$ cat config.mk
export PLATFORM = sky130hd
export DESIGN_NAME = sdatc_top
export DESIGN_NICKNAME = d
export VERILOG_FILES = /design/src/sdatc_pkg.sv /design/src/sdatc_reg_file.sv /design/src/sdatc_top.sv /design/src/sdatc_wait_counter.sv
export VERILOG_INCLUDE_DIRS = /design/src
export SDC_FILE = /design/constraint.sdc
export NUM_CORES = 1
export LEC_CHECK = 0
export BUFFER_PORTS_ARGS = -buffer_cell sky130_fd_sc_hd__clkbuf_2
export CORE_ASPECT_RATIO = 1.25
export CORE_MARGIN = 2
export CORE_UTILIZATION = 49
export DETAILED_ROUTE_END_ITERATION = 7
export HOLD_SLACK_MARGIN = 0.02
export PLACE_DENSITY = 0.78
export SLEW_MARGIN = 10
export SYNTH_ARGS = -nofsm -noshare
export SYNTH_HDL_FRONTEND = slang
export SYNTH_SLANG_ARGS = --single-unit
$ cat constraint.sdc
create_clock -name clk -period 3.55 [get_ports clk]
set_clock_uncertainty 0.2 [all_clocks]
set_input_delay 1.065 -clock clk [delete_from_list [all_inputs] [get_ports clk]]
set_output_delay 1.065 -clock clk [all_outputs]
set_load 0.02 [all_outputs]
$ cat src/sdatc_defines.svh
// register layout, reset values and timing codes of the sdram area timing block
// assumes inclusion by bare name from every design file that needs a constant
//
// Functional notes
// bits 31..15 read zero, writes ignored
// bits 14:13 precharge-done wait 0..3, reset 00
// auto-precharge start to same-bank activate waits
// precharge or all-bank close to activate waits
// all-bank close to refresh waits precharge-done count
// all-bank close to self-refresh waits too
// bits 12 and 9 read zero
// bits 11:10 activate-to-column wait, reset 01
// bits 8:7 cas latency 1..3, reset 10
// software never writes cas latency code 11
// bits 6 and 5 read zero
// bits 4:3 write-to-precharge wait, reset 00
// precharge-start wait after write, both modes
// waits counted in bus clocks, never shortened
`ifndef SDATC_DEFINES_SVH
`define SDATC_DEFINES_SVH

`define SDATC_ADDR_W 8
`define SDATC_DATA_W 32
`define SDATC_OFS_WAIT_CTRL 8'h00
`define SDATC_OFS_STATUS 8'h04

`define SDATC_TRP_HI 14
`define SDATC_TRP_LO 13
`define SDATC_TRCD_HI 11
`define SDATC_TRCD_LO 10
`define SDATC_CL_HI 8
`define SDATC_CL_LO 7
`define SDATC_WRITE_TO_PRECHARGE_WAIT_HI 4
`define SDATC_WRITE_TO_PRECHARGE_WAIT_LO 3

`define SDATC_TRP_RST 2'h0
`define SDATC_TRCD_RST 2'h1
`define SDATC_CL_RST 2'h2
`define SDATC_WRITE_TO_PRECHARGE_WAIT_RST 2'h0

`define SDATC_CNT_W 4
`define SDATC_BANKS 4
`define SDATC_CL_MAX 3

`endif

$ cat src/sdatc_pkg.sv
// types shared by the sdram area timing block
// assumes sdatc_defines.svh is available on the include path
`include "sdatc_defines.svh"

package sdatc_pkg;

  typedef enum logic [3:0] {
    SDATC_NOP = 4'h0,
    SDATC_ROW_ACTIVATE = 4'h1,
    SDATC_READ = 4'h2,
    SDATC_READ_AP = 4'h3,
    SDATC_WRITE = 4'h4,
    SDATC_WRITE_AP = 4'h5,
    SDATC_PRECHARGE = 4'h6,
    SDATC_ALL_BANK_CLOSE = 4'h7,
    SDATC_REFRESH = 4'h8,
    SDATC_SELF_REFRESH = 4'h9
  } sdatc_cmd_t;

  typedef logic [`SDATC_CNT_W-1:0] sdatc_cnt_t;
  typedef logic [1:0] sdatc_bank_t;

endpackage : sdatc_pkg

$ cat src/sdatc_reg_file.sv
// wait control register and status readback of the sdram area timing block
// assumes a one-cycle strobe master; read data valid the cycle after the strobe
`timescale 1ns/100ps
`default_nettype none
`include "sdatc_defines.svh"

module sdatc_reg_file (
  input wire logic clk,
  input wire logic rst,
  input wire logic [`SDATC_ADDR_W-1:0] regAddr,
  input wire logic [`SDATC_DATA_W-1:0] regWrData,
  input wire logic regWr,
  input wire logic regRd,
  output logic [`SDATC_DATA_W-1:0] regRdData,
  input wire logic [`SDATC_BANKS-1:0] bankOpen,
  input wire logic [`SDATC_BANKS-1:0] bankActReady,
  input wire logic readPending,
  output logic [1:0] trpCode,
  output logic [1:0] trcdCode,
  output logic [1:0] clCode,
  output logic [1:0] trwlCode
);
  import sdatc_pkg::*;

  logic [1:0] trp_q;
  logic [1:0] trcd_q;
  logic [1:0] cl_q;
  logic [1:0] write_to_precharge_wait_q;
  logic [`SDATC_DATA_W-1:0] rdData_q;
  logic [`SDATC_DATA_W-1:0] waitWord;
  logic [`SDATC_DATA_W-1:0] statusWord;

  always_ff @(posedge clk or posedge rst) begin
    if (rst) begin
      trp_q <= `SDATC_TRP_RST;
      trcd_q <= `SDATC_TRCD_RST;
      cl_q <= `SDATC_CL_RST;
      write_to_precharge_wait_q <= `SDATC_WRITE_TO_PRECHARGE_WAIT_RST;
    end else if (regWr && (regAddr == `SDATC_OFS_WAIT_CTRL)) begin
      trp_q <= regWrData[`SDATC_TRP_HI:`SDATC_TRP_LO];
      trcd_q <= regWrData[`SDATC_TRCD_HI:`SDATC_TRCD_LO];
      cl_q <= regWrData[`SDATC_CL_HI:`SDATC_CL_LO];
      write_to_precharge_wait_q <= regWrData[`SDATC_WRITE_TO_PRECHARGE_WAIT_HI:`SDATC_WRITE_TO_PRECHARGE_WAIT_LO];
    end
  end

  always_comb begin
    // only the four fields are placed, every other bit stays zero
    waitWord = '0;
    waitWord[`SDATC_TRP_HI:`SDATC_TRP_LO] = trp_q;
    waitWord[`SDATC_TRCD_HI:`SDATC_TRCD_LO] = trcd_q;
    waitWord[`SDATC_CL_HI:`SDATC_CL_LO] = cl_q;
    waitWord[`SDATC_WRITE_TO_PRECHARGE_WAIT_HI:`SDATC_WRITE_TO_PRECHARGE_WAIT_LO] = write_to_precharge_wait_q;
    statusWord = '0;
    statusWord[3:0] = bankOpen;
    statusWord[7:4] = bankActReady;
    statusWord[8] = readPending;
  end

  always_ff @(posedge clk or posedge rst) begin
    if (rst) begin
      rdData_q <= '0;
    end else if (regRd) begin
      unique case (regAddr)
        `SDATC_OFS_WAIT_CTRL: rdData_q <= waitWord;
        `SDATC_OFS_STATUS: rdData_q <= statusWord;
        default: rdData_q <= '0;
      endcase
    end else begin
      rdData_q <= '0;
    end
  end

  assign regRdData = rdData_q;
  assign trpCode = trp_q;
  assign trcdCode = trcd_q;
  assign clCode = cl_q;
  assign trwlCode = write_to_precharge_wait_q;

endmodule : sdatc_reg_file
`default_nettype wire

$ cat src/sdatc_top.sv
// sdram area command timing gate: holds each requested command until its
// programmed minimum waits have run out, then issues it to the sdram pins stage
// assumes the requester holds a command stable until cmdReqReady accepts it
//
// Design decisions made here: strobed register access and the register addresses.
`timescale 1ns/100ps
`default_nettype none
`include "sdatc_defines.svh"

module sdatc_top (
  input wire logic clk,
  input wire logic rst,
  input wire logic [`SDATC_ADDR_W-1:0] regAddr,
  input wire logic [`SDATC_DATA_W-1:0] regWrData,
  input wire logic regWr,
  input wire logic regRd,
  output logic [`SDATC_DATA_W-1:0] regRdData,
  input wire logic cmdReqValid,
  input wire sdatc_pkg::sdatc_cmd_t cmdReqCode,
  input wire sdatc_pkg::sdatc_bank_t cmdReqBank,
  output logic cmdReqReady,
  output logic sdramCmdValid,
  output sdatc_pkg::sdatc_cmd_t sdramCmd,
  output sdatc_pkg::sdatc_bank_t sdramBank,
  output logic [1:0] casLatency,
  output logic readDataValid
);
  import sdatc_pkg::*;

  function automatic logic isColumn(input sdatc_cmd_t c);
    isColumn = (c == SDATC_READ) || (c == SDATC_READ_AP) ||
               (c == SDATC_WRITE) || (c == SDATC_WRITE_AP);
  endfunction : isColumn

  function automatic logic isRead(input sdatc_cmd_t c);
    isRead = (c == SDATC_READ) || (c == SDATC_READ_AP);
  endfunction : isRead

  function automatic logic isWrite(input sdatc_cmd_t c);
    isWrite = (c == SDATC_WRITE) || (c == SDATC_WRITE_AP);
  endfunction : isWrite

  function automatic logic closesBank(input sdatc_cmd_t c);
    closesBank = (c == SDATC_PRECHARGE) || (c == SDATC_READ_AP) ||
                 (c == SDATC_WRITE_AP);
  endfunction : closesBank

  logic [1:0] trpCode;
  logic [1:0] trcdCode;
  logic [1:0] clCode;
  logic [1:0] trwlCode;
  sdatc_cnt_t trpCnt;
  sdatc_cnt_t trcdCnt;
  sdatc_cnt_t trwlCnt;
  sdatc_cnt_t apToActCnt;

  logic accept;
  logic [`SDATC_BANKS-1:0] bankHit;
  logic [`SDATC_BANKS-1:0] actReady;
  logic [`SDATC_BANKS-1:0] colReady;
  logic [`SDATC_BANKS-1:0] preReady;
  logic [`SDATC_BANKS-1:0] actLoad;
  logic [`SDATC_BANKS-1:0] colLoad;
  logic [`SDATC_BANKS-1:0] preLoad;
  sdatc_cnt_t actLoadVal [`SDATC_BANKS];
  logic [`SDATC_BANKS-1:0] bankOpen_q;
  logic allClosed;
  logic allActReady;
  logic allPreReady;
  logic gate;

  logic sdramCmdValid_q;
  sdatc_cmd_t sdramCmd_q;
  sdatc_bank_t sdramBank_q;
  logic [`SDATC_CL_MAX-1:0] casPipe_q;
  logic readDataValid_q;
  logic [1:0] clEff;

  sdatc_reg_file u_regs (
    .clk(clk),
    .rst(rst),
    .regAddr(regAddr),
    .regWrData(regWrData),
    .regWr(regWr),
    .regRd(regRd),
    .regRdData(regRdData),
    .bankOpen(bankOpen_q),
    .bankActReady(actReady),
    .readPending(|casPipe_q),
    .trpCode(trpCode),
    .trcdCode(trcdCode),
    .clCode(clCode),
    .trwlCode(trwlCode)
  );

  // codes are plain cycle counts; widen once for the counters
  always_comb begin
    trpCnt = sdatc_cnt_t'(trpCode);
    trcdCnt = sdatc_cnt_t'(trcdCode);
    trwlCnt = sdatc_cnt_t'(trwlCode);
    // write with auto-precharge: the precharge only starts after the
    // write-to-precharge wait, one cycle later the precharge-done wait runs
    apToActCnt = sdatc_cnt_t'(trwlCnt + trpCnt + 4'h1);
  end

  assign accept = cmdReqValid && cmdReqReady;

  genvar b;
  generate
    for (b = 0; b < `SDATC_BANKS; b++) begin : g_bank
      assign bankHit[b] = (cmdReqBank == sdatc_bank_t'(b));

      // activate gate: reloaded by every precharge kind touching the bank
      always_comb begin
        actLoad[b] = 1'b0;
        actLoadVal[b] = trpCnt;
        if (accept) begin
          if (cmdReqCode == SDATC_ALL_BANK_CLOSE) begin
            actLoad[b] = 1'b1;
          end else if (bankHit[b] && (cmdReqCode == SDATC_PRECHARGE)) begin
            actLoad[b] = 1'b1;
          end else if (bankHit[b] && (cmdReqCode == SDATC_READ_AP)) begin
            // read auto-precharge is taken to start with the command itself
            actLoad[b] = 1'b1;
          end else if (bankHit[b] && (cmdReqCode == SDATC_WRITE_AP)) begin
            actLoad[b] = 1'b1;
            actLoadVal[b] = apToActCnt;
          end
        end
      end

      assign colLoad[b] = accept && bankHit[b] &&
                          (cmdReqCode == SDATC_ROW_ACTIVATE);
      assign preLoad[b] = accept && bankHit[b] && isWrite(cmdReqCode);

      sdatc_wait_counter u_act (
        .clk(clk),
        .rst(rst),
        .load(actLoad[b]),
        .loadVal(actLoadVal[b]),
        .expired(actReady[b])
      );

      sdatc_wait_counter u_col (
        .clk(clk),
        .rst(rst),
        .load(colLoad[b]),
        .loadVal(trcdCnt),
        .expired(colReady[b])
      );

      sdatc_wait_counter u_pre (
        .clk(clk),
        .rst(rst),
        .load(preLoad[b]),
        .loadVal(trwlCnt),
        .expired(preReady[b])
      );

      always_ff @(posedge clk or posedge rst) begin
        if (rst) begin
          bankOpen_q[b] <= 1'b0;
        end else if (accept) begin
          if (cmdReqCode == SDATC_ALL_BANK_CLOSE) begin
            bankOpen_q[b] <= 1'b0;
          end else if (bankHit[b] && (cmdReqCode == SDATC_ROW_ACTIVATE)) begin
            bankOpen_q[b] <= 1'b1;
          end else if (bankHit[b] && closesBank(cmdReqCode)) begin
            bankOpen_q[b] <= 1'b0;
          end
        end
      end
    end
  endgenerate

  assign allClosed = ~|bankOpen_q;
  assign allActReady = &actReady;
  assign allPreReady = &preReady;

  // a command is held off until every wait it depends on has expired
  always_comb begin
    gate = 1'b0;
    unique case (cmdReqCode)
      SDATC_NOP: gate = 1'b1;
      SDATC_ROW_ACTIVATE: begin
        gate = actReady[cmdReqBank] && !bankOpen_q[cmdReqBank];
      end
      SDATC_PRECHARGE: gate = preReady[cmdReqBank];
      SDATC_ALL_BANK_CLOSE: gate = allPreReady;
      SDATC_REFRESH: gate = allActReady && allClosed;
      SDATC_SELF_REFRESH: gate = allActReady && allClosed;
      default: begin
        // column commands land here; undefined codes are no column and stay refused
        gate = isColumn(cmdReqCode) && colReady[cmdReqBank] &&
               bankOpen_q[cmdReqBank];
      end
    endcase
  end

  assign cmdReqReady = gate;

  always_ff @(posedge clk or posedge rst) begin
    if (rst) begin
      sdramCmdValid_q <= 1'b0;
      sdramCmd_q <= SDATC_NOP;
      sdramBank_q <= '0;
    end else if (accept) begin
      sdramCmdValid_q <= 1'b1;
      sdramCmd_q <= cmdReqCode;
      sdramBank_q <= cmdReqBank;
    end else begin
      sdramCmdValid_q <= 1'b0;
      sdramCmd_q <= SDATC_NOP;
    end
  end

  // code 11 is prohibited; should it appear anyway the longest latency
  // is used so data are never sampled early
  assign clEff = (clCode == 2'h3) ? 2'h2 : clCode;

  // cas pipe is clocked from the issue edge, so one stage per latency cycle
  always_ff @(posedge clk or posedge rst) begin
    if (rst) begin
      casPipe_q <= '0;
    end else begin
      casPipe_q <= {casPipe_q[`SDATC_CL_MAX-2:0], accept && isRead(cmdReqCode)};
    end
  end

  always_ff @(posedge clk or posedge rst) begin
    if (rst) begin
      readDataValid_q <= 1'b0;
    end else begin
      readDataValid_q <= casPipe_q[clEff];
    end
  end

  assign sdramCmdValid = sdramCmdValid_q;
  assign sdramCmd = sdramCmd_q;
  assign sdramBank = sdramBank_q;
  assign casLatency = clCode;
  assign readDataValid = readDataValid_q;

endmodule : sdatc_top
`default_nettype wire

$ cat src/sdatc_wait_counter.sv
// one minimum-wait down counter
// assumes load values are wait cycles; expired means the dependent command may go
`timescale 1ns/100ps
`default_nettype none

module sdatc_wait_counter (
  input wire logic clk,
  input wire logic rst,
  input wire logic load,
  input wire sdatc_pkg::sdatc_cnt_t loadVal,
  output logic expired
);
  import sdatc_pkg::*;

  sdatc_cnt_t cnt_q;
  sdatc_cnt_t dec;
  sdatc_cnt_t cnt_d;

  always_comb begin
    dec = (cnt_q == '0) ? '0 : sdatc_cnt_t'(cnt_q - 4'h1);
    // a later load never shortens a wait that is still running
    cnt_d = (load && (loadVal > dec)) ? loadVal : dec;
  end

  always_ff @(posedge clk or posedge rst) begin
    if (rst) begin
      cnt_q <= '0;
    end else begin
      cnt_q <= cnt_d;
    end
  end

  assign expired = (cnt_q == '0);

endmodule : sdatc_wait_counter
`default_nettype wire

==> results summary <==
The mean instance size in the synthesized netlist is around 10 µm². Across every metal layer, demand over resource in global routing totals about 24%. The endpoint arrival time on the critical path came out at 4.01 ns.

The quantity of hold-fixing buffers added after cts is 0. The register bit total from synthesis is between 80 and 90. The global-route track usage on met3 came out at under 10%. Based on the critical path, the design can be clocked at up to between 200 and 300 MHz. The first-pass iteration count of the detailed router is 5. Counting flops with a built-in enable in the synthesized netlist gives 0. The height of the chip is 117 µm.

The number of H-tree levels is 3. The core region is roughly 10000 µm². The core utilization of the finished layout is a little over three fifths.

The final route contains between 4000 and 5000 vias. The synthesized netlist contains 57 unique library cells. The transition time at the pin with the least slew margin is 0.611 ns. The clock slew at the register clock pins of the worst setup and hold paths came out at ~0.060 ns. The shortest clock period the worst path allows after layout came out at ~4 ns. The worst hold-check path type is flop to flop. The net count reported at finish is 694.

The total routed wirelength came out at between 10 and 15 mm. The number of max-cap violations came out at 0. The worst setup path is of the primary input to flop kind. The cell area after synthesis is roughly 5000 µm².

Input and output buffers added on the ports amount to 50. The first global-routing pass estimated just over 20 mm of wire. The number of pins with negative max-slew slack in the final report came out at 0. After floorplanning, the core was divided into between 40 and 50 placement rows. The repair_antennas step left the layout with diodes totalling 0. Final hold analysis gives a worst-case slack of around 0.21 ns.

The checks that failed: negative setup slack. The required time of the critical path came out at roughly 3.6 ns. The run finished, with violations left. The post-route fraction of the period consumed by the critical path is 111%. The static power due to leakage is roughly 0.0030 µW. In the final layout, the share of cells above drive strength 1 is about 34%. The number of failing hold endpoints at the final stage is 0. The via count of the first global-routing pass came to between 4000 and 5000. Setup violations remaining at the end of the flow were counted as 13.

TritonCTS built the clock tree. In this run the worst path has a maximum fanout of 4. In this run the tightest slew margin relative to its limit is 59.2%. Global routing consumed, on the met1 layer, between 20% and 30% of the routing resources. In this run the clock root is driven by a clkbuf_16. The peak supply drop is 269 µV.

The routed length per instance is 17.5 µm. Counting every instance in the synthesized netlist gives 490. For this design the ratio of total power to cell area is 357 nW/µm². After layout, the worst setup slack is -0.399 ns.

The number of antenna violations at the first check in global routing is 0. In the global route stage, met2 resource usage came out at about two fifths. The kind of capture point of the worst setup path is a flop. Buffers inserted during clock tree synthesis total 9. From synthesis to final layout, the design area changed by 26.5%. The total I/O pin count is 94.

The worst setup path is launched from a primary input. The number of nets with antenna violations after routing is 0. The initial core utilization is 50.1%. The most used flip-flop cell after synthesis is dfrtp_1. The maximum number of pins on one net before global-route repair came out at 51. The detailed-route vias per instance came out at 5.65. The sequential element share of the synthesized area is about 42%. The total die area is 11100 µm². The number of warning messages in the yosys log is 0. The die span in x is 94.4 µm. The maximum root-to-sink buffer count came out at 2. The proportion of register bits with asynchronous set or reset after synthesis came out at 100%. The TritonCTS sink count came out at 84. The clock latency at the later pin of the worst-skew pair is ~0.35 ns. At the end of routability-driven placement, the weighted congestion stood at around 0.87.

The detailed placer's ending HPWL is just over 9 mm. The residual overflow from global routing is 0. The initial DRC count is 266.

met2 is the most crowded layer. The count of unresolved DRC violations after routing came out at 0. Setup repair after global routing could not meet its margin everywhere.
## what timing repair did
| action | in CTS | in global routing |
|---|---|---|
| gates resized for setup | 22 | 15 |
| setup buffers | 17 | 2 |
| endpoints found under the hold margin | 0 | 0 |
| endpoints found under the setup margin | 13 | 13 |
## flip-flops by register name, indices dropped and copies added, names as in the netlist
name	cells
g_bank.u_pre.cnt_q	16
u_regs.trwlCode	2
g_bank.u_col.cnt_q	16
u_regs.trcdCode	2
casPipe_q	3
readDataValid	1
u_regs.trpCode	2
sdramBank	2
g_bank.u_act.cnt_q	16
sdramCmd	4
u_regs.clCode	2
sdramCmdValid	1
bankOpen_q	4
u_regs.regRdData	13
## kinds of logic after synthesis
logic type	share of synthesized area (%)
DFF	42.0
AOI/OAI and AO/OA	10.9
adders and majority gates	7.64
muxes	10.8
and+or+nand+nor	22.3
xor gates and xnor gates	0.175
other	0.0749
buffers and inverters	6.07
## report_power, final
part           internal (µW)  switching (µW)  leakage (µW)
clock network            567             393      0.000150
registers                976            17.3       0.00116
logic                    127             183       0.00167
## worst max-delay path, cell delays in order
cell       delay, ns
clkbuf_16       0.13
mux4_2          0.37
o221ai_4        0.12
or4_4           0.59
nor2_4          0.13
mux2i_1         0.28
inv_1           0.13
ha_4            0.30
nor2b_4         0.14
o21a_1          0.13
o21ai_2         0.07
nor4_4          0.28
mux2i_1         0.27
## cell usage after synthesis (2+ instances only)
master | n | area (µm²)
buf_2 | 3 | 15.0
nand3_1 | 4 | 20.0
nor4_4 | 5 | 106
dfrtp_1 | 82 | 2050
nor2_1 | 42 | 158
or2_2 | 9 | 56.3
or4_4 | 2 | 22.5
clkbuf_1 | 2 | 7.51
nand4_1 | 2 | 12.5
nand3b_1 | 2 | 15.0
o31ai_1 | 5 | 37.5
o221ai_1 | 2 | 17.5
buf_6 | 4 | 45.0
and2_1 | 2 | 12.5
a31oi_1 | 5 | 31.3
mux2_1 | 2 | 22.5
nor3b_1 | 6 | 45.0
nor4_1 | 14 | 87.6
o2111ai_1 | 5 | 43.8
a21oi_1 | 28 | 140
nor2b_1 | 21 | 131
inv_1 | 21 | 78.8
buf_4 | 21 | 158
a211oi_1 | 3 | 22.5
o21ai_1 | 6 | 30.0
and3_1 | 6 | 37.5
nand2_1 | 28 | 105
nor3_1 | 28 | 140
nand2b_1 | 2 | 12.5
nor3_2 | 5 | 50.1
o21a_1 | 8 | 60.1
o221ai_2 | 2 | 30.0
ha_1 | 29 | 363
mux2_4 | 4 | 60.1
mux2i_1 | 31 | 310
mux2_2 | 11 | 124
dfstp_2 | 2 | 52.6
o21ai_0 | 17 | 85.1
## final cells by class
cell class,count,area (µm²)
Sequential cell,84,2100
Clock inverter,5,61.3
Timing Repair Buffer,124,842
Multi-Input combinational cell,373,2840
Fill cell,758,3670
Tap cell,129,161
Inverter,21,80.1
Clock buffer,11,243
## placed cells by master, fill, tap and decap left out, types with 5 or more instances in the layout
cell type,count
a21oi_1,28
and3_1,6
buf_4,72
clkbuf_16,10
clkbuf_2,49
conb_1,19
dfrtp_1,82
ha_1,26
inv_1,19
mux2_2,11
mux2i_1,28
nand2_1,28
nor2_1,38
nor2b_1,17
nor3_1,28
nor3b_1,6
nor4_1,14
nor4_4,5
o2111ai_1,5
o21a_1,8
o21ai_0,13
o21ai_1,6
o31ai_1,5
or2_2,9
## stage by stage
stage / instance area (µm²) / setup WS, ns / instances / TNS [ns] / total power, µW
2_1_floorplan: 5100 / -0.456 / 508 / -5.57 / 1200
6_report: 6330 / -0.399 / 747 / -3.86 / 2260
3_5_place_dp: 5700 / -0.683 / 712 / -8.10 / 1280
4_1_cts: 6230 / -0.314 / 745 / -3.10 / 2250
3_3_place_gp: 5700 / -0.588 / 712 / -7.39 / 1270
5_1_grt: 6330 / -0.507 / 747 / -5.25 / 2340
## layer usage
metal	vias up	routed length [µm]
met4	0	722
met3	47	682
met2	152	6580
met5	-	0
met1	2028	5080
li1	1992	-
## final timing paths
path | from | endpoint | slack, ns | depth (start not counted)
min in group asynchronous | rst | u_regs.clCode[0] | 0.54 | 2
max in group asynchronous | rst | u_regs.trcdCode[0] | 1.90 | 3
hold / removal | casPipe_q[0] | casPipe_q[1] | 0.21 | 0
setup reg to reg | g_bank[3].u_col.cnt_q[1] | g_bank[1].u_act.cnt_q[2] | -0.14 | 12
hold reg to reg | casPipe_q[0] | casPipe_q[1] | 0.21 | 0
setup / recovery | cmdReqBank[1] | g_bank[1].u_act.cnt_q[2] | -0.40 | 13
No activity file was read; power rests on OpenSTA's default activity.
